===== src/rtl/twf_pkg.sv =====
// package: command codes, widths and reset values for the trigger/wait/fetch core
// What this block does
// - bus trigger command equals group execute trigger
// - trigger layers react only when bus sourced
// - every bus trigger also gives buffer pre-trigger
// - self-test sums program ROM, queues one result
// - self-test result zero passes, one fails
// - queued answers leave only when addressed to talk
// - sequential commands finish before next one starts
// - wait command holds until overlapped work done
// - only initiate and trigger are overlapped
// - initiate pending until device back in idle
// - trigger pending until trigger pointer settles
// - fetch returns reading, configuration left unchanged
// - latest format may repeat the last reading
// - fresh format never repeats, blocks for new
// - fresh format after power-on, command changes it
// - reset and preset commands keep fetch format
// - read does abort, initiate, then fetch
// - measure does abort, configure, then read
// - configure selects one-shot mode for function
// - status bit 4 shows output queue occupied
package twf_pkg;
    localparam int CMD_W = 4;
    localparam int FUNC_W = 4;
    localparam int RDG_W = 32;
    localparam int ROM_AW = 10;
    localparam int ROM_DW = 16;
    localparam int QUEUE_AW = 3;
    localparam int MAV_BIT = 4;
    localparam logic RST_FRESH_FMT = 1'b1;
    localparam logic [RDG_W-1:0] TEST_PASS = 32'h0000_0000;
    localparam logic [RDG_W-1:0] TEST_FAIL = 32'h0000_0001;

    typedef enum logic [CMD_W-1:0] {
        CMD_NOP = 4'h0,
        CMD_TRG = 4'h1,
        CMD_TST = 4'h2,
        CMD_WAI = 4'h3,
        CMD_INIT = 4'h4,
        CMD_ABORT = 4'h5,
        CMD_FETCH = 4'h6,
        CMD_READ = 4'h7,
        CMD_MEAS = 4'h8,
        CMD_CONF = 4'h9,
        CMD_RST = 4'hA,
        CMD_PRESET = 4'hB,
        CMD_FMT_LATEST = 4'hC,
        CMD_FMT_FRESH = 4'hD
    } twf_cmd_t;

    typedef enum logic [2:0] {
        ST_IDLE = 3'b000,
        ST_LOAD = 3'b001,
        ST_EXEC = 3'b011,
        ST_RD_INIT = 3'b010,
        ST_FETCH = 3'b110,
        ST_CONF = 3'b111,
        ST_TEST = 3'b101,
        ST_WAIT = 3'b100
    } twf_state_t;
endpackage


===== src/rtl/twf_chk_if.sv =====
// interface: start and result of the ROM checksum engine
`timescale 1ns/10ps
`default_nettype none
interface twf_chk_if;
    logic start;
    logic done;
    logic fail;
    modport main (output start, input done, input fail);
    modport chk (input start, output done, output fail);
endinterface
`default_nettype wire


===== src/rtl/twf_cmd_fifo.sv =====
// memory: input command buffer with registered read data
`timescale 1ns/10ps
`default_nettype none
module twf_cmd_fifo #(
    parameter int W = 8,
    parameter int AW = 3
) (
    input wire logic clk,
    input wire logic reset_n,
    input wire logic wr_en,
    input wire logic [W-1:0] wr_data,
    output logic wr_ready,
    input wire logic rd_en,
    output logic [W-1:0] rd_data,
    output logic empty
);
    localparam logic [AW:0] DEPTH = (AW+1)'(1 << AW);
    typedef struct packed {
        logic [AW:0] wptr;
        logic [AW:0] rptr;
        logic [W-1:0] rd_data;
        logic ready;
    } twf_fifo_st_t;

    twf_fifo_st_t s;
    twf_fifo_st_t next_s;
    logic [W-1:0] mem [0:(1<<AW)-1];
    logic push;

    assign push = wr_en && s.ready;
    assign empty = (s.wptr == s.rptr);
    assign wr_ready = s.ready;
    assign rd_data = s.rd_data;

    always_comb
    begin
        next_s = s;
        if (push)
            next_s.wptr = s.wptr + 1'b1;
        if (rd_en && !empty)
        begin
            next_s.rd_data = mem[s.rptr[AW-1:0]];
            next_s.rptr = s.rptr + 1'b1;
        end
        next_s.ready = (next_s.wptr - next_s.rptr) != DEPTH;
    end

    always_ff @(posedge clk)
    begin
        if (!reset_n)
            s <= '{wptr: '0, rptr: '0, rd_data: '0, ready: 1'b1};
        else
            s <= next_s;
    end

    // storage has no reset: only words below the write pointer are ever read
    always_ff @(posedge clk)
    begin
        if (push)
            mem[s.wptr[AW-1:0]] <= wr_data;
    end

    a_fifo_no_overrun: assert property (@(posedge clk) disable iff (!reset_n)
        !s.ready |=> (s.wptr - s.rptr) == DEPTH || !$stable(s.rptr))
        else $error("command buffer overran");
endmodule
`default_nettype wire


===== src/rtl/twf_rom_check.sv =====
// ROM checksum engine: sums every program ROM word and compares
`timescale 1ns/10ps
`default_nettype none
module twf_rom_check #(
    parameter int AW = 10,
    parameter int DW = 16
) (
    input wire logic clk,
    input wire logic reset_n,
    twf_chk_if.chk c,
    output logic [AW-1:0] rom_addr,
    input wire logic [DW-1:0] rom_data,
    input wire logic [DW-1:0] sum_ref
);
    typedef struct packed {
        logic run;
        logic vld;
        logic fin;
        logic [AW-1:0] addr;
        logic [DW-1:0] sum;
        logic done;
        logic fail;
    } twf_chk_st_t;

    twf_chk_st_t s;
    twf_chk_st_t next_s;

    assign rom_addr = s.addr;
    assign c.done = s.done;
    assign c.fail = s.fail;

    // ROM answers one cycle after the address, so issue and sum are pipelined
    always_comb
    begin
        next_s = s;
        next_s.done = 1'b0;
        next_s.vld = s.run;
        next_s.fin = s.run && (s.addr == '1);
        if (s.run)
        begin
            if (s.addr == '1)
                next_s.run = 1'b0;
            else
                next_s.addr = s.addr + 1'b1;
        end
        if (s.vld)
            next_s.sum = s.sum + rom_data;
        if (s.fin)
        begin
            next_s.done = 1'b1;
            next_s.fail = (next_s.sum != sum_ref);
        end
        if (!s.run && !s.vld && c.start)
        begin
            next_s.run = 1'b1;
            next_s.addr = '0;
            next_s.sum = '0;
        end
    end

    always_ff @(posedge clk)
    begin
        if (!reset_n)
            s <= '0;
        else
            s <= next_s;
    end

    a_chk_done_time: assert property (@(posedge clk) disable iff (!reset_n)
        s.fin |=> s.done && !s.run)
        else $error("checksum done not raised after last word");
endmodule
`default_nettype wire


===== src/rtl/twf_core.sv =====
// top: command execution core for trigger, self-test, wait and fetch commands
`timescale 1ns/10ps
`default_nettype none
module twf_core (
    input wire logic clk,
    input wire logic reset_n,
    input wire logic cmd_valid,
    input wire logic [twf_pkg::CMD_W-1:0] cmd_code,
    input wire logic [twf_pkg::FUNC_W-1:0] cmd_func,
    output logic cmd_ready,
    input wire logic get_msg,
    input wire logic talk_addr,
    input wire logic [2:0] trg_src_bus,
    input wire logic model_idle,
    input wire logic model_settled,
    input wire logic rdg_valid,
    input wire logic [twf_pkg::RDG_W-1:0] rdg_data,
    output logic [twf_pkg::ROM_AW-1:0] rom_addr,
    input wire logic [twf_pkg::ROM_DW-1:0] rom_data,
    input wire logic [twf_pkg::ROM_DW-1:0] rom_sum_ref,
    output logic arm_event,
    output logic scan_event,
    output logic meas_event,
    output logic pretrig_event,
    output logic abort_req,
    output logic init_req,
    output logic conf_req,
    output logic [twf_pkg::FUNC_W-1:0] conf_func,
    output logic tx_valid,
    output logic [twf_pkg::RDG_W-1:0] tx_data,
    output logic status_mav,
    output logic fetch_fresh,
    output logic exec_hold
);
    typedef struct packed {
        twf_pkg::twf_state_t st;
        twf_pkg::twf_cmd_t cmd;
        logic [twf_pkg::FUNC_W-1:0] func;
        logic get_pend;
        logic pend_init;
        logic busy_seen;
        logic pend_trg;
        logic [2:0] trg_ev;
        logic pre_ev;
        logic abort;
        logic init;
        logic conf;
        logic [twf_pkg::FUNC_W-1:0] conf_func;
        logic oq_full;
        logic [twf_pkg::RDG_W-1:0] oq_data;
        logic tx_valid;
        logic [twf_pkg::RDG_W-1:0] tx_data;
        logic mav;
        logic fresh_fmt;
        logic [twf_pkg::RDG_W-1:0] rdg_last;
        logic rdg_have;
        logic rdg_new;
        logic force_new;
        logic chk_start;
        logic hold;
    } twf_core_st_t;

    twf_core_st_t s;
    twf_core_st_t next_s;
    twf_chk_if chk ();
    logic pop;
    logic q_empty;
    logic [twf_pkg::CMD_W+twf_pkg::FUNC_W-1:0] q_data;
    logic fetch_ok;

    ////////////////////////////////////////////////////////////////////////////
    // input buffer and checksum engine

    twf_cmd_fifo #(
        .W(twf_pkg::CMD_W + twf_pkg::FUNC_W),
        .AW(twf_pkg::QUEUE_AW)
    ) u_fifo (
        .clk(clk),
        .reset_n(reset_n),
        .wr_en(cmd_valid),
        .wr_data({cmd_func, cmd_code}),
        .wr_ready(cmd_ready),
        .rd_en(pop),
        .rd_data(q_data),
        .empty(q_empty)
    );

    twf_rom_check #(
        .AW(twf_pkg::ROM_AW),
        .DW(twf_pkg::ROM_DW)
    ) u_chk (
        .clk(clk),
        .reset_n(reset_n),
        .c(chk.chk),
        .rom_addr(rom_addr),
        .rom_data(rom_data),
        .sum_ref(rom_sum_ref)
    );

    ////////////////////////////////////////////////////////////////////////////
    // execution state machine

    // a bus message trigger is served ahead of queued commands
    assign pop = (s.st == twf_pkg::ST_IDLE) && !s.get_pend && !q_empty;
    assign fetch_ok = (s.fresh_fmt || s.force_new) ? s.rdg_new : s.rdg_have;
    assign chk.start = s.chk_start;

    always_comb
    begin
        next_s = s;
        next_s.trg_ev = 3'b000;
        next_s.pre_ev = 1'b0;
        next_s.abort = 1'b0;
        next_s.init = 1'b0;
        next_s.conf = 1'b0;
        next_s.tx_valid = 1'b0;
        next_s.chk_start = 1'b0;
        next_s.get_pend = s.get_pend || get_msg;

        // overlapped work tracking
        if (s.pend_init && !model_idle)
            next_s.busy_seen = 1'b1;
        if (s.pend_init && s.busy_seen && model_idle)
        begin
            next_s.pend_init = 1'b0;
            next_s.busy_seen = 1'b0;
        end
        if (model_settled)
            next_s.pend_trg = 1'b0;

        // newest reading; a capture beats a fetch that clears the flag
        if (rdg_valid)
        begin
            next_s.rdg_last = rdg_data;
            next_s.rdg_have = 1'b1;
        end

        // output queue drains only toward a talking controller
        if (talk_addr && s.oq_full)
        begin
            next_s.tx_valid = 1'b1;
            next_s.tx_data = s.oq_data;
            next_s.oq_full = 1'b0;
        end

        case (s.st)
            twf_pkg::ST_IDLE:
            begin
                if (s.get_pend)
                begin
                    next_s.get_pend = get_msg;
                    next_s.trg_ev = trg_src_bus;
                    next_s.pre_ev = 1'b1;
                    if (|trg_src_bus)
                        next_s.pend_trg = 1'b1;
                end
                else if (!q_empty)
                    next_s.st = twf_pkg::ST_LOAD;
            end
            twf_pkg::ST_LOAD:
            begin
                next_s.cmd = twf_pkg::twf_cmd_t'(q_data[twf_pkg::CMD_W-1:0]);
                next_s.func = q_data[twf_pkg::CMD_W+twf_pkg::FUNC_W-1:twf_pkg::CMD_W];
                next_s.st = twf_pkg::ST_EXEC;
            end
            twf_pkg::ST_EXEC:
            begin
                next_s.st = twf_pkg::ST_IDLE;
                case (s.cmd)
                    twf_pkg::CMD_TRG:
                    begin
                        next_s.trg_ev = trg_src_bus;
                        next_s.pre_ev = 1'b1;
                        if (|trg_src_bus)
                            next_s.pend_trg = 1'b1;
                    end
                    twf_pkg::CMD_INIT:
                    begin
                        next_s.init = 1'b1;
                        next_s.pend_init = 1'b1;
                        next_s.busy_seen = 1'b0;
                    end
                    twf_pkg::CMD_WAI: next_s.st = twf_pkg::ST_WAIT;
                    twf_pkg::CMD_TST:
                    begin
                        next_s.chk_start = !s.oq_full;
                        next_s.st = s.oq_full ? twf_pkg::ST_EXEC : twf_pkg::ST_TEST;
                    end
                    twf_pkg::CMD_ABORT: next_s.abort = 1'b1;
                    twf_pkg::CMD_FETCH: next_s.st = twf_pkg::ST_FETCH;
                    twf_pkg::CMD_READ:
                    begin
                        next_s.abort = 1'b1;
                        next_s.st = twf_pkg::ST_RD_INIT;
                    end
                    twf_pkg::CMD_MEAS:
                    begin
                        next_s.abort = 1'b1;
                        next_s.st = twf_pkg::ST_CONF;
                    end
                    twf_pkg::CMD_CONF:
                    begin
                        next_s.conf = 1'b1;
                        next_s.conf_func = s.func;
                    end
                    twf_pkg::CMD_FMT_LATEST: next_s.fresh_fmt = 1'b0;
                    twf_pkg::CMD_FMT_FRESH: next_s.fresh_fmt = 1'b1;
                    // reset and preset settings live elsewhere; format stays
                    twf_pkg::CMD_RST, twf_pkg::CMD_PRESET: next_s.fresh_fmt = s.fresh_fmt;
                    default: next_s.st = twf_pkg::ST_IDLE;
                endcase
            end
            twf_pkg::ST_CONF:
            begin
                next_s.conf = 1'b1;
                next_s.conf_func = s.func;
                next_s.abort = 1'b1;
                next_s.st = twf_pkg::ST_RD_INIT;
            end
            twf_pkg::ST_RD_INIT:
            begin
                // the fetch must wait for a reading of this initiate
                next_s.init = 1'b1;
                next_s.pend_init = 1'b1;
                next_s.busy_seen = 1'b0;
                next_s.force_new = 1'b1;
                next_s.rdg_new = 1'b0;
                next_s.st = twf_pkg::ST_FETCH;
            end
            twf_pkg::ST_FETCH:
            begin
                if (fetch_ok && !s.oq_full)
                begin
                    next_s.oq_full = 1'b1;
                    next_s.oq_data = s.rdg_last;
                    next_s.rdg_new = 1'b0;
                    next_s.force_new = 1'b0;
                    next_s.st = twf_pkg::ST_IDLE;
                end
            end
            twf_pkg::ST_TEST:
            begin
                if (chk.done)
                begin
                    next_s.oq_full = 1'b1;
                    next_s.oq_data = chk.fail ? twf_pkg::TEST_FAIL : twf_pkg::TEST_PASS;
                    next_s.st = twf_pkg::ST_IDLE;
                end
            end
            twf_pkg::ST_WAIT:
            begin
                if (!s.pend_init && !s.pend_trg)
                    next_s.st = twf_pkg::ST_IDLE;
            end
            default: next_s.st = twf_pkg::ST_IDLE;
        endcase

        if (rdg_valid && s.st != twf_pkg::ST_RD_INIT)
            next_s.rdg_new = 1'b1;
        next_s.mav = next_s.oq_full;
        next_s.hold = (next_s.st == twf_pkg::ST_WAIT) || (next_s.st == twf_pkg::ST_FETCH);
    end

    always_ff @(posedge clk)
    begin
        if (!reset_n)
        begin
            s <= '0;
            s.fresh_fmt <= twf_pkg::RST_FRESH_FMT;
        end
        else
            s <= next_s;
    end

    assign arm_event = s.trg_ev[0];
    assign scan_event = s.trg_ev[1];
    assign meas_event = s.trg_ev[2];
    assign pretrig_event = s.pre_ev;
    assign abort_req = s.abort;
    assign init_req = s.init;
    assign conf_req = s.conf;
    assign conf_func = s.conf_func;
    assign tx_valid = s.tx_valid;
    assign tx_data = s.tx_data;
    assign status_mav = s.mav;
    assign fetch_fresh = s.fresh_fmt;
    assign exec_hold = s.hold;

    ////////////////////////////////////////////////////////////////////////////
    // checks

    a_trg_src_gate: assert property (@(posedge clk) disable iff (!reset_n)
        (s.trg_ev & ~$past(trg_src_bus)) == 3'b000)
        else $error("trigger event without bus control source");

    a_pretrig_with: assert property (@(posedge clk) disable iff (!reset_n)
        (|s.trg_ev) |-> s.pre_ev)
        else $error("trigger event without pre-trigger");

    a_test_code: assert property (@(posedge clk) disable iff (!reset_n)
        (s.st == twf_pkg::ST_TEST && chk.done) |=> s.oq_full
        && s.oq_data == (chk.fail ? 32'h0000_0001 : 32'h0000_0000))
        else $error("self-test result code wrong");

    a_queue_holds: assert property (@(posedge clk) disable iff (!reset_n)
        (s.oq_full && !talk_addr) |=> s.oq_full && $stable(s.oq_data) && !s.tx_valid)
        else $error("response left queue without talk address");

    a_mav_bit: assert property (@(posedge clk) disable iff (!reset_n)
        (s.mav == s.oq_full) and (s.tx_valid |-> $past(s.mav)))
        else $error("message available inconsistent with transmit");

    a_wait_holds: assert property (@(posedge clk) disable iff (!reset_n)
        (s.st == twf_pkg::ST_WAIT && s.pend_init) |=> s.st == twf_pkg::ST_WAIT)
        else $error("wait released while initiate pending");

    a_fresh_block: assert property (@(posedge clk) disable iff (!reset_n)
        (s.st == twf_pkg::ST_FETCH && s.fresh_fmt && !s.rdg_new) |=> !$rose(s.oq_full))
        else $error("fresh fetch returned an old reading");

    a_fmt_power_on: assert property (@(posedge clk)
        !reset_n |=> s.fresh_fmt)
        else $error("fetch format not fresh after reset");

    a_fmt_keep: assert property (@(posedge clk) disable iff (!reset_n)
        (s.st == twf_pkg::ST_EXEC && (s.cmd == twf_pkg::CMD_RST
        || s.cmd == twf_pkg::CMD_PRESET)) |=> $stable(s.fresh_fmt))
        else $error("reset command changed fetch format");

    a_read_order: assert property (@(posedge clk) disable iff (!reset_n)
        (s.st == twf_pkg::ST_EXEC && s.cmd == twf_pkg::CMD_READ)
        |=> s.abort ##1 s.init ##1 s.st == twf_pkg::ST_FETCH)
        else $error("read sequence out of order");

    a_meas_order: assert property (@(posedge clk) disable iff (!reset_n)
        (s.st == twf_pkg::ST_EXEC && s.cmd == twf_pkg::CMD_MEAS)
        |=> s.abort ##1 s.conf ##1 s.init)
        else $error("measure sequence out of order");
endmodule
`default_nettype wire


===== config.mk =====
export PLATFORM = sky130hd
export DESIGN_NAME = twf_core
export DESIGN_NICKNAME = d
export VERILOG_FILES = /design/src/rtl/twf_pkg.sv /design/src/rtl/twf_chk_if.sv /design/src/rtl/twf_cmd_fifo.sv /design/src/rtl/twf_rom_check.sv /design/src/rtl/twf_core.sv
export SDC_FILE = /design/constraint.sdc
export NUM_CORES = 1
export LEC_CHECK = 0
export BUFFER_PORTS_ARGS = -buffer_cell sky130_fd_sc_hd__buf_4
export CAP_MARGIN = 20
export CELL_PAD_IN_SITES_DETAIL_PLACEMENT = 0
export CELL_PAD_IN_SITES_GLOBAL_PLACEMENT = 1
export CORE_UTILIZATION = 46
export CTS_CLUSTER_SIZE = 8
export DETAILED_ROUTE_END_ITERATION = 7
export GPL_ROUTABILITY_DRIVEN = 0
export PLACE_DENSITY = 0.86
export SLEW_MARGIN = 25
export SYNTH_ARGS = -nofsm -noshare
export SYNTH_HDL_FRONTEND = slang
export SYNTH_HIERARCHICAL = 1
export SYNTH_SLANG_ARGS = --single-unit
export TNS_END_PERCENT = 20

===== constraint.sdc =====
create_clock -name clk -period 3.3 [get_ports clk]
set_clock_uncertainty 0.1 [all_clocks]
set_input_delay 0 -clock clk [delete_from_list [all_inputs] [get_ports clk]]
set_output_delay 0 -clock clk [all_outputs]
set_load 0.01 [all_outputs]

==> Word-level counts from Yosys, hierarchy flattened <==
Memory sizes are Yosys's and may differ from the RTL's. A register that Yosys moved wholly into a read port is not among the register bits.
Index checks and enable logic that the tools add are counted.
{ "op_classes": {"n_eq_ne": 29, "n_reduce_logical": 41, "muxes": 46, "n_bitwise": 2, "add_sub_neg": 5} }
{ "op_table": {"columns": ["cell", "count"], "rows": [
  ["2-to-1 mux 33 bit", 3],
  ["one-hot mux 33 bit (2 select lines)", 1],
  ["one-hot mux 3 bit (8 select lines)", 1],
  ["2-to-1 mux 3 bit", 7],
  ["one-hot mux 5 bit (2 select lines)", 2],
  ["equality test 3 bit (second input constant)", 6],
  ["adder 16 bit", 1],
  ["equality test 4 x 3 -> 1 bit (second input constant)", 4],
  ["equality test 4 bit (second input constant)", 4],
  ["2-to-1 mux 1 bit", 16],
  ["2-to-1 mux 16 bit", 1],
  ["!= test 16 bit", 1],
  ["2-to-1 mux 5 bit", 3],
  ["one-hot mux 3 bit (5 select lines)", 1],
  ["logical AND 1 bit", 14],
  ["2-to-1 mux 12 bit", 1],
  ["adder 10 x 1 -> 10 bit (second input constant)", 1],
  ["equality test 10 bit (second input constant)", 1],
  ["AND reduction 2 bit", 5],
  ["adder 4 x 1 -> 4 bit (second input constant)", 2],
  ["equality test 4 x 2 -> 1 bit (second input constant)", 2],
  ["logical NOT 1 bit", 8],
  ["2-to-1 mux 2 bit", 4],
  ["one-hot mux 2 bit (2 select lines)", 2],
  ["20 further kinds", 32]
]} }
{ "word_totals": {"mem_count": 1, "ram_bits": 64, "out_inout_bits": 58, "reg_bits": 178} }
{ "memory_table": {"columns": ["name", "words", "width", "rd", "rd_clocked_by_memory_dff", "wr", "line", "rtl"], "rows": [
  ["u_fifo.mem", 8, 8, 1, 1, 1, "twf_cmd_fifo.sv:27", "logic [W-1:0] mem [0:(1<<AW)-1];"]
]} }

==> Depth between registers and ports, before layout <==
Gate-level depths: netlist of the first run.
{ "logic_depth": {"depth_word": 7, "mapped_depth": 14, "depth_no_buf": 12} }

==> Hierarchy <==
Netlist of the first run, hierarchy kept.
{ "modules_own_cells": {"columns": ["mod", "area_per_inst_um2", "n_inst", "cells_per_inst"], "rows": [
  ["twf_core", 5066.1, 1, 505],
  ["twf_cmd_fifo", 3334.4, 1, 195],
  ["twf_rom_check", 2504.9, 1, 302]
]} }

==> Least setup slack after synthesis of the first run <==
Ideal clock, no wire load.
{ "synth_path": {"path_kind": "reg2reg", "from": "register u_fifo/s[10] (netlist name)", "to": "register u_fifo.s (netlist bit u_fifo/wr_ready)", "path_buffers": 2, "path_slack_ps": 705, "t_required_ps": 3128, "setup_ps": 72, "arrival_ps": 2423, "path_stages_with_launch": 15, "path_cell_list": "dfxtp_1 buf_6 xor2_1 nor4_1 nor3_1 o41a_1 buf_6 nand2_2 xor2_2 ha_1 a21oi_1 o21ai_0 a21o_1 and3b_1 mux2i_1"} }
{ "synth_between": {"elab_chain_cells": 7, "elab_cells_between_ends": 8, "cone_classes": "add/sub: 2; eq/ne: 2; mux: 1; reduce/logical: 3"} }
{ "synth_rtl": {"columns": ["element", "line", "rtl"], "rows": [
  ["start: declaration", "twf_cmd_fifo.sv:25", "twf_fifo_st_t s;"],
  ["start signal: assignment", "twf_cmd_fifo.sv:51", "s <= '{wptr: '0, rptr: '0, rd_data: '0, ready: 1'b1};"],
  ["start signal: assignment", "twf_cmd_fifo.sv:53", "s <= next_s;"],
  ["equality test 4 bit", "twf_cmd_fifo.sv:31", "assign empty = (s.wptr == s.rptr);"],
  ["via q_empty", "twf_core.sv:67", "logic q_empty;"],
  ["logical NOT 1 bit", "twf_core.sv:104", "assign pop = (s.st == twf_pkg::ST_IDLE) && !s.get_pend && !q_empty;"],
  ["logical AND 1 bit", "twf_core.sv:104", null],
  ["via pop", "twf_core.sv:66", "logic pop;"],
  ["logical AND 1 bit", "twf_cmd_fifo.sv:40", "if (rd_en && !empty)"],
  ["2-to-1 mux 12 bit", "twf_cmd_fifo.sv:40", null],
  ["subtractor 4 bit", "twf_cmd_fifo.sv:45", "next_s.ready = (next_s.wptr - next_s.rptr) != DEPTH;"],
  ["!= test 4 bit", "twf_cmd_fifo.sv:45", null]
]} }
The timed path passes the listed nets, and every way through them passes these cells.
A chain may end at the register's enable or synchronous reset.

==> Worst setup path after layout of the first run <==
{ "layout_path": {"from": "register u_chk/s[14] (netlist name)", "to": "register u_chk.s (netlist bit u_chk/c.fail)"} }
{ "layout_between": {"elab_chain_cells": 3} }
{ "layout_rtl": {"columns": ["element", "line", "rtl"], "rows": [
  ["start: declaration", "twf_rom_check.sv:25", "twf_chk_st_t s;"],
  ["start signal: assignment", "twf_rom_check.sv:66", "s <= next_s;"],
  ["adder 16 bit", "twf_rom_check.sv:47", "next_s.sum = s.sum + rom_data;"],
  ["2-to-1 mux 16 bit *", "twf_rom_check.sv:46", "if (s.vld)"],
  ["!= test 16 bit *", "twf_rom_check.sv:51", "next_s.fail = (next_s.sum != sum_ref);"]
]} }
Every way passes the cells marked *; elsewhere a longest branch is shown, timed or not.

==> run_results.csv, run 1 <==
group,metric,value,unit
detailed_routing,wl_per_cell,16.3,um
cells_and_area,final_cell_area,13400,um2
detailed_routing,via_per_inst,5.15,
cells_and_area,area.growth.synth_to_final,22.6,%
setup_path,reg2regPathDepth,9,
logic_synthesis,syn-cell-area,10900,um2
logic_synthesis,synth_fp_nets,1107,
floorplanning,coreArea,22900,um2
cts,cts_sinks,242,
place,numPortBuffers,140,
logic_synthesis,async_flop_share,0,
detailed_routing,first_pass_iters,5,
worst_hold_path,hp-class,"in2reg",
grt,grt_pass1_vias,7461,
floorplanning,fp.dieArea,24300,um2
floorplanning,rows,55,
sta,tightest_slew,0.940,ns
sta,hold_violations,0,
setup_path,crit_type,"reg2reg",
grt,grt_overflow,0,
power_and_ir_drop,leakagePower,5.16,nW
detailed_routing,drt-total-wl,23900,um
logic_synthesis,syn_inst,1002,
floorplanning,die_width,156,um
cts,htreeDepth,2,
logic_synthesis,synth_warnings,6,
setup_path,required,3.56,ns
cts,cts_root_buf,"clkbuf_16",
grt,antenna_found_initial,0,
detailed_routing,vias,7567,
sta,timing.fmax,321,MHz
detailed_routing,drc_errors,0,
detailed_routing,drt-initial-drc-count,408,
logic_synthesis,ys_seq_elements,242,
power_and_ir_drop,cellPowerDensity,561,nW/um2
cells_and_area,diodes,0,
cts,cts_tree,"done",
flow_run,cap_violations,0,
setup_path,crit_fanout,9,
cells_and_area,layoutNonFillerInstCount,1469,
cts,cts_buffers,36,
cts,clk_pin_slew,0.05,ns
place,dp_cells,1359,
grt,grt_max_degree,72,
logic_synthesis,syn_area_per_cell,10.9,um2
floorplanning,start_util,0.476,
floorplanning,die_h,156,um
logic_synthesis,synth_top_flop_cell,"dfxtp_1",
outcome,run_status,"completed",
detailed_routing,ant_nets,0,
sta,fin_hold_ws,0.0191,ns
setup_path,endpoint_kind,"flip-flop",
sta,fin_crit,3.12,ns
setup_path,startpoint_type,"flip-flop",
setup_path,cp.arrival,3.38,ns
logic_synthesis,synth_edf_count,64,
sta,rsz0062_at_grt,"no",
cts,cts_setup_buffers,0,
grt,grt_usage,0.199,
logic_synthesis,ys_types,74,
cells_and_area,layout-drive-gt1-share,0.225,
sta,setup_slack,0.183,ns
sta,drv_slew,0,
worst_hold_path,hold_path_depth,3,
sta,setup_violations,0,
cells_and_area,finish.utilization,0.584,
place,placed_area,11800,um2
floorplanning,boundaryPins,141,
sta,post-route-period-util,0.944,
cells_and_area,fin_nets,1251,
power_and_ir_drop,finalPower,7.50,mW
power_and_ir_drop,irDropWorstVdd,468,uV
cts,clkLatencyLatePin,0.50,ns
logic_synthesis,seq_area_frac_synth,0.503,
cells_and_area,nFillCells,1970,
sta,final.setup.tns,0,ns
cts,cts.path.max_buffers,3,
sta,relSlewSlack,0.371,
place,preCtsSetupSlack,0.474,ns
grt,grt_pass1_wl,38200,um
place,post-dp-hpwl,15900,um
[worst max-delay path: stages, from the launching register on]
cell and delay, ns:
dfxtp_1 0.35, ha_1 0.47, nand2_1 0.07, o21ai_0 0.48, nor3_1 0.08, a21oi_1 0.31
mux2i_1 0.35, xnor2_1 0.15, dlygate4sd3_1 0.56, a31oi_1 0.06
[synth_stat cells (all sizes together) (6+ instances only)]
library cell | n | share of area
o21ai | 29 | 0.013
a21boi | 36 | 0.026
edfxtp | 64 | 0.18
nor2 | 55 | 0.019
nand2b | 10 | 0.0057
buf | 84 | 0.055
mux4 | 16 | 0.034
xor2 | 25 | 0.021
xnor2 | 32 | 0.026
nor2b | 54 | 0.031
o21a | 7 | 0.0055
inv | 8 | 0.0028
nand4 | 11 | 0.0063
ha | 21 | 0.024
a21oi | 40 | 0.019
and2 | 16 | 0.0095
a22o | 35 | 0.032
dfxtp | 178 | 0.33
mux2i | 64 | 0.059
nand3 | 12 | 0.0055
clkbuf | 27 | 0.0093
or3 | 6 | 0.0034
nor3 | 9 | 0.0041
nand2 | 93 | 0.032
[layout by cell type, fill, tap and decap left out, types with 31 or more instances in the layout]
| master | count |
|---|---|
| a21boi_0 | 35 |
| a21oi_1 | 37 |
| buf_4 | 155 |
| clkbuf_16 | 36 |
| dfxtp_1 | 178 |
| dlygate4sd3_1 | 62 |
| edfxtp_1 | 64 |
| mux2i_1 | 64 |
| nand2_1 | 92 |
| nor2_1 | 53 |
| nor2b_1 | 54 |
| xnor2_1 | 31 |
[power breakdown]
group / internal (mW) / leakage [nW] / switching, mW
clock network: 1.96 / 0.470 / 1.20
registers: 3.22 / 2.02 / 0.119
logic: 0.504 / 2.66 / 0.497
[state kept, by name (all words and copies together) (netlist names), 4 cells and up]
register        count
s                  82
tx_data            32
u_chk/rom_addr     10
u_chk/s            18
u_fifo/rd_data      8
conf_func           4
u_fifo/mem         64
u_fifo/s            8
[metal layers]
layer | wire (um) | vias to the layer above | global-route usage
li1 | - | 3788 | -
met1 | 11000 | 3568 | 0.260
met2 | 11600 | 187 | 0.341
met3 | 1080 | 24 | 0.0353
met4 | 294 | 0 | 0.0472
met5 | 0 | - | 0
[timing repair]
action	CTS	global route
gates resized for setup	0	3
hold endpoints to repair	130	0
hold buffers	62	0
endpoints found under the setup margin	0	1
[cell type report]
type	instances	area (um2)	area share
Sequential cell	242	5490	0.410
Multi-Input combinational cell	641	4710	0.352
Timing Repair Buffer	217	1780	0.133
Clock buffer	45	935	0.0699
Tap cell	313	392	0.0293
Clock inverter	3	33.8	0.00253
Inverter	8	30.0	0.00225
[path summary, 6_finish.rpt]
kind / start / end / slack, ns
worst max-delay path: u_chk/s[14] / u_chk/c.fail / 0.18
worst min-delay path: rdg_valid / s[3] / 0.02
worst max register to register: u_chk/s[14] / u_chk/c.fail / 0.18
worst min register to register: s[4] / s[4] / 0.36
[kinds of logic (layout without fill, tap and decap cells)]
| family | Yosys count | after routing | synth area share |
|---|---|---|---|
| xor+xnor | 57 | 57 | 0.0478 |
| flops | 242 | 242 | 0.503 |
| mux | 82 | 82 | 0.0945 |
| simple gates | 289 | 289 | 0.132 |
| buf+inv | 119 | 273 | 0.0672 |
| fa+ha+maj | 22 | 22 | 0.0259 |
| compound gates | 191 | 191 | 0.130 |
(Power assumes the default switching activity.)
==> run 2, diff against run 1 <==
--- a/config.mk
+++ b/config.mk
@@ -9,6 +9,7 @@
 export CAP_MARGIN = 20
 export CELL_PAD_IN_SITES_DETAIL_PLACEMENT = 0
 export CELL_PAD_IN_SITES_GLOBAL_PLACEMENT = 1
+export CORE_MARGIN = 8
 export CORE_UTILIZATION = 46
 export CTS_CLUSTER_SIZE = 8
 export DETAILED_ROUTE_END_ITERATION = 7
==> run_results.csv, run 2 (synthesis gave the netlist of run 1 again) <==
group,metric,value,unit
grt,busiest_layer,"met2",
floorplanning,die_width,170,um
place,numPortBuffers,140,
power_and_ir_drop,p_sw,1.82,mW
setup_path,endpoint_kind,"flip-flop",
power_and_ir_drop,seqPwrFrac,0.441,
cts,htreeDepth,2,
power_and_ir_drop,swShare,0.240,
cts,cts_root_buf,"clkbuf_16",
worst_hold_path,hp-class,"in2reg",
cells_and_area,layoutNonFillerInstCount,1495,
grt,grt_pass1_vias,8047,
cts,cts_buffers,36,
setup_path,required,3.56,ns
sta,hold_violations,0,
cells_and_area,nFillCells,2001,
cells_and_area,fin_nets,1268,
setup_path,crit_fanout,4,
place,post-dp-hpwl,16500,um
cells_and_area,largest_reg_flops,82,
cts,cts.path.max_buffers,3,
sta,relSlewSlack,0.368,
detailed_routing,drc_errors,0,
setup_path,cpPeakStageDelay,0.57,ns
cells_and_area,layout-drive-gt1-share,0.219,
grt,grt_max_degree,60,
sta,tightest_slew,0.944,ns
detailed_routing,ant_nets,0,
setup_path,crit_top_cell,"a21oi_1",
setup_path,timing.critical_path.buf_inv,1,
setup_path,crit_chain,"ha_1, a21o_1, nand4_1, a21oi_1, o211ai_1, a21oi_1, mux2i_1, xnor2_1, dlygate4sd3_1, a31oi_1",
power_and_ir_drop,p_clk_frac,0.425,
cells_and_area,top_register,"s",
cts,cts_sinks,242,
cts,clk_pin_slew,0.05,ns
sta,fin_crit,3.12,ns
setup_path,slowest_stage,"dlygate4sd3_1",
place,dp_cells,1363,
grt,grt_usage,0.172,
floorplanning,die_h,170,um
grt,grt_overflow,0,
detailed_routing,wl_per_cell,16.7,um
sta,fin_hold_ws,0.0238,ns
sta,post-route-period-util,0.946,
floorplanning,boundaryPins,141,
setup_path,crit_type,"reg2reg",
power_and_ir_drop,leakagePower,5.27,nW
detailed_routing,via_per_inst,5.24,
cells_and_area,area.growth.synth_to_final,24.4,%
sta,timing.fmax,320,MHz
sta,drv_slew,0,
cts,cts_setup_buffers,0,
detailed_routing,first_pass_iters,5,
cts,cts_tree,"done",
cells_and_area,diodes,0,
power_and_ir_drop,finalPower,7.57,mW
power_and_ir_drop,power.internal,5.75,mW
setup_path,crit_family,"compound AO/OA/AOI/OAI gates",
grt,grt_pass1_wl,40700,um
detailed_routing,drt-total-wl,25000,um
grt,use_met2,0.285,
detailed_routing,drt-initial-drc-count,503,
sta,final.setup.tns,0,ns
floorplanning,start_util,0.466,
floorplanning,rows,56,
cells_and_area,regArea,5490,um2
cells_and_area,final_cell_mix,"dfxtp_1, buf_4, nand2_1",
outcome,run_status,"completed",
cts,clkLatencyLatePin,0.49,ns
grt,antenna_found_initial,0,
setup_path,cp.arrival,3.38,ns
grt,met3_usage,0.0368,
sta,setup_violations,0,
setup_path,startpoint_type,"flip-flop",
cells_and_area,finish.utilization,0.580,
floorplanning,coreArea,23400,um2
floorplanning,fp.dieArea,28900,um2
grt,met1_usage,0.221,
detailed_routing,vias,7837,
cells_and_area,multiInputGateArea,4700,um2
power_and_ir_drop,irDropWorstVdd,483,uV
power_and_ir_drop,cellPowerDensity,558,nW/um2
cells_and_area,layout_commonest_cell,"dfxtp_1",
flow_run,cap_violations,0,
sta,rsz0062_at_grt,"no",
power_and_ir_drop,p_comb_frac,0.134,
==> run 2: cell types whose count changed in the layout (fill, tap and decap cells not counted), sizes merged <==
cell and change:
buf -2, clkbuf +3, clkinv -1, dlygate4sd3 +19, inv +1
==> run 2: final timing paths <==
path	startpoint	end	slack, ns	cells past startpoint
hold / removal	rdg_valid	s[24]	0.02	3
hold reg to reg	s[4]	s[4]	0.36	1
setup / recovery	u_chk/s[3]	u_chk/c.fail	0.18	10
setup reg to reg	u_chk/s[3]	u_chk/c.fail	0.18	10
==> run 2: per-stage QoR <==
step | worst slack (ns) | area [um2]
finish | 0.178 | 13600
global route | 0.0222 | 13600
CTS | 0.116 | 13600
detailed placement | 0.461 | 11800
global placement | 0.523 | 11800
floorplan | 0.705 | 10900
==> run 2: routing by layer <==
layer  part of all wire  routed length (um)  vias to the layer above
met2               0.47               11800                      217
met1               0.44               10900                     3753
met5                  0                   0                        -
met4              0.026                 654                        0
li1                   -                   -                     3817
met3              0.063                1580                       50
==> run 2: power groups by stage <==
stage	Clock [mW]	Sequential, mW	Combinational (mW)
3_3_place_gp	0	3.38	0.928
4_1_cts	3.32	3.33	1.02
2_1_floorplan	0	3.34	0.755
6_report	3.22	3.34	1.02
3_5_place_dp	0	3.39	0.940
5_1_grt	3.46	3.35	1.13
==> run 2: layout make-up <==
class | instances | area share
clock buffers | 48 | 0.0713
flip-flops and latches | 242 | 0.404
clock inverters | 3 | 0.00194
inverters | 8 | 0.00221
well taps | 319 | 0.0294
multi-input cells | 641 | 0.346
repair buffers | 234 | 0.144
==> run 2: tightest hold or removal path, cell delays in order <==
cell and delay (ns):
buf_4 0.29, mux2i_1 0.19, nor2b_1 0.09
==> run 2: repair_timing <==
item	CTS	global route
endpoints found under the hold margin	140	0
setup endpoints to repair	0	1
resized for setup	0	1
hold buffers	81	0
==> run 3, diff against run 2 <==
--- a/config.mk
+++ b/config.mk
@@ -10,11 +10,11 @@
 export CELL_PAD_IN_SITES_DETAIL_PLACEMENT = 0
 export CELL_PAD_IN_SITES_GLOBAL_PLACEMENT = 1
 export CORE_MARGIN = 8
-export CORE_UTILIZATION = 46
+export CORE_UTILIZATION = 41
 export CTS_CLUSTER_SIZE = 8
 export DETAILED_ROUTE_END_ITERATION = 7
 export GPL_ROUTABILITY_DRIVEN = 0
-export PLACE_DENSITY = 0.86
+export PLACE_DENSITY = 0.81
 export SLEW_MARGIN = 25
 export SYNTH_ARGS = -nofsm -noshare
 export SYNTH_HDL_FRONTEND = slang
==> constraint.sdc (replaced) <==
create_clock -name clk -period 2.7 [get_ports clk]
set_clock_uncertainty 0.1 [all_clocks]
set_input_delay 0 -clock clk [delete_from_list [all_inputs] [get_ports clk]]
set_output_delay 0 -clock clk [all_outputs]
set_load 0.01 [all_outputs]
==> run_results.csv, run 3 (synthesis gave the netlist of run 1 again) <==
group,metric,value,unit
sta,timing.fmax,382,MHz
setup_path,crit_type,"reg2reg",
setup_path,startpoint_type,"flip-flop",
detailed_routing,drt-initial-drc-count,444,
cells_and_area,finish.utilization,0.529,
floorplanning,coreArea,26100,um2
sta,relSlewSlack,0.570,
sta,drv_slew,0,
power_and_ir_drop,leakagePower,5.36,nW
cts,clk_pin_slew,0.05,ns
cells_and_area,layout_commonest_cell,"buf_4",
cts,clkLatencyLatePin,0.50,ns
detailed_routing,ant_nets,0,
place,numPortBuffers,140,
floorplanning,start_util,0.418,
detailed_routing,drc_errors,0,
place,post-dp-hpwl,17400,um
setup_path,reg2regPathDepth,10,
cts,cts_root_buf,"clkbuf_16",
detailed_routing,first_pass_iters,5,
cts,cts_tree,"done",
setup_path,cpPeakStageDelay,0.34,ns
detailed_routing,vias,7839,
setup_path,r2r-end,"u_chk/c.fail",
power_and_ir_drop,cellPowerDensity,687,nW/um2
setup_path,endpoint_kind,"flip-flop",
sta,tightest_slew,0.645,ns
setup_path,crit_fanout,4,
grt,grt_max_degree,44,
sta,fin_crit,2.61,ns
floorplanning,die_h,179,um
detailed_routing,via_per_inst,5.12,
grt,antenna_found_initial,1,
worst_hold_path,hp-class,"in2reg",
grt,grt_overflow,0,
cts,htreeDepth,2,
outcome,run_status,"completed",
sta,setup_violations,0,
sta,post-route-period-util,0.968,
setup_path,cp.arrival,2.88,ns
grt,grt_usage,0.158,
power_and_ir_drop,irDropWorstVdd,635,uV
cts,cts_buffers,36,
cells_and_area,nFillCells,2309,
cells_and_area,final_cell_mix,"buf_4, dfxtp_1, nand2_1",
grt,grt_pass1_vias,7887,
floorplanning,die_width,179,um
setup_path,slowest_stage,"fa_2",
sta,final.setup.tns,0,ns
sta,rsz0062_at_grt,"yes",
power_and_ir_drop,finalPower,9.46,mW
grt,grt_pass1_wl,40700,um
sta,fin_hold_ws,0.0198,ns
detailed_routing,drt-total-wl,25800,um
detailed_routing,wl_per_cell,16.8,um
setup_path,crit_end,"u_chk/c.fail",
setup_path,timing.reg2reg.setup_slack,0.09,ns
setup_path,reg2reg_from,"u_chk/s[2]",
cells_and_area,area.growth.synth_to_final,26.3,%
cts,cts_sinks,242,
setup_path,startpoint,"u_chk/s[2]",
cells_and_area,largest_reg_flops,82,
setup_path,crit_chain,"ha_4, fa_2, a211o_1, a21boi_4, a21oi_4, xnor2_2, xor2_1, o2111ai_1, o31ai_2, a31oi_1",
cells_and_area,layout-drive-gt1-share,0.258,
floorplanning,rows,59,
floorplanning,fp.dieArea,32100,um2
floorplanning,boundaryPins,141,
setup_path,required,2.97,ns
sta,hold_violations,0,
cells_and_area,fin_nets,1286,
cts,cts.path.max_buffers,3,
cells_and_area,top_register,"s",
flow_run,cap_violations,0,
run 3: cell types whose count changed in the layout (fill, tap and decap cells not counted), sizes merged:
cell,previous run,this run
buf,153,190
dlygate4sd3,81,62
bufinv,0,1
diode,0,1
run 3: per-stage QoR:
step | worst slack, ns | cell area [um2] | instances
2_1_floorplan | 0.105 | 10900 | 1002
3_3_place_gp | 0.00633 | 12000 | 1412
3_5_place_dp | -0.0383 | 12000 | 1412
4_1_cts | 0.00998 | 13700 | 1526
5_1_grt | -0.0652 | 13800 | 1531
6_report | 0.0855 | 13800 | 1531
run 3: repair_timing:
item                                    in CTS  in global routing
setup buffers                                0                  4
pin swaps                                    3                 11
hold endpoints to repair                   137                  0
endpoints found under the setup margin       1                  3
gates resized for setup                      5                 13
hold buffers                                62                  0
run 3: area by class of cell:
cell class / count / area [um2] / share of cell area
sequential: 242 / 5490 / 0.398
clock inverter: 4 / 75.1 / 0.00545
clock buffer: 48 / 946 / 0.0687
timing repair buffer: 252 / 2050 / 0.149
tap: 335 / 419 / 0.0304
antenna: 1 / 2.50 / 0.000182
multi-input combinational: 641 / 4770 / 0.346
inverter: 8 / 30.0 / 0.00218
run 3: metal layers:
metal  GRT usage  vias to the layer above  wire [um]
met3      0.0297                       44       1450
met1       0.203                     3745      11600
met2       0.264                      190      12200
li1            -                     3860          -
met4      0.0485                        0        508
met5           0                        -          0
run 3: worst min-delay path by stage:
| stage | start | cells past startpoint | end |
|---|---|---|---|
| detailed placement | trg_src_bus[1] | 2 | scan_event |
| finish | rdg_valid | 2 | s[4] |
| global route | rdg_valid | 2 | s[4] |
| CTS | rdg_valid | 2 | s[4] |
| floorplan | cmd_code[0] | 0 | u_fifo/mem[0][0] |
| global placement | trg_src_bus[1] | 2 | scan_event |
run 3: report_power, final:
group / internal (mW) / switching, mW
sequential: 3.93 / 0.0969
combinational: 0.669 / 0.679
clock: 2.53 / 1.55
total: 7.13 / 2.32
run 3: worst max-delay path: cells and delay by family (launching register included):
kind / cells / cell delay (ns)
compound gates: 6 / 1.20
xor+xnor: 2 / 0.34
fa+ha+maj: 2 / 0.50
flops: 1 / 0.33
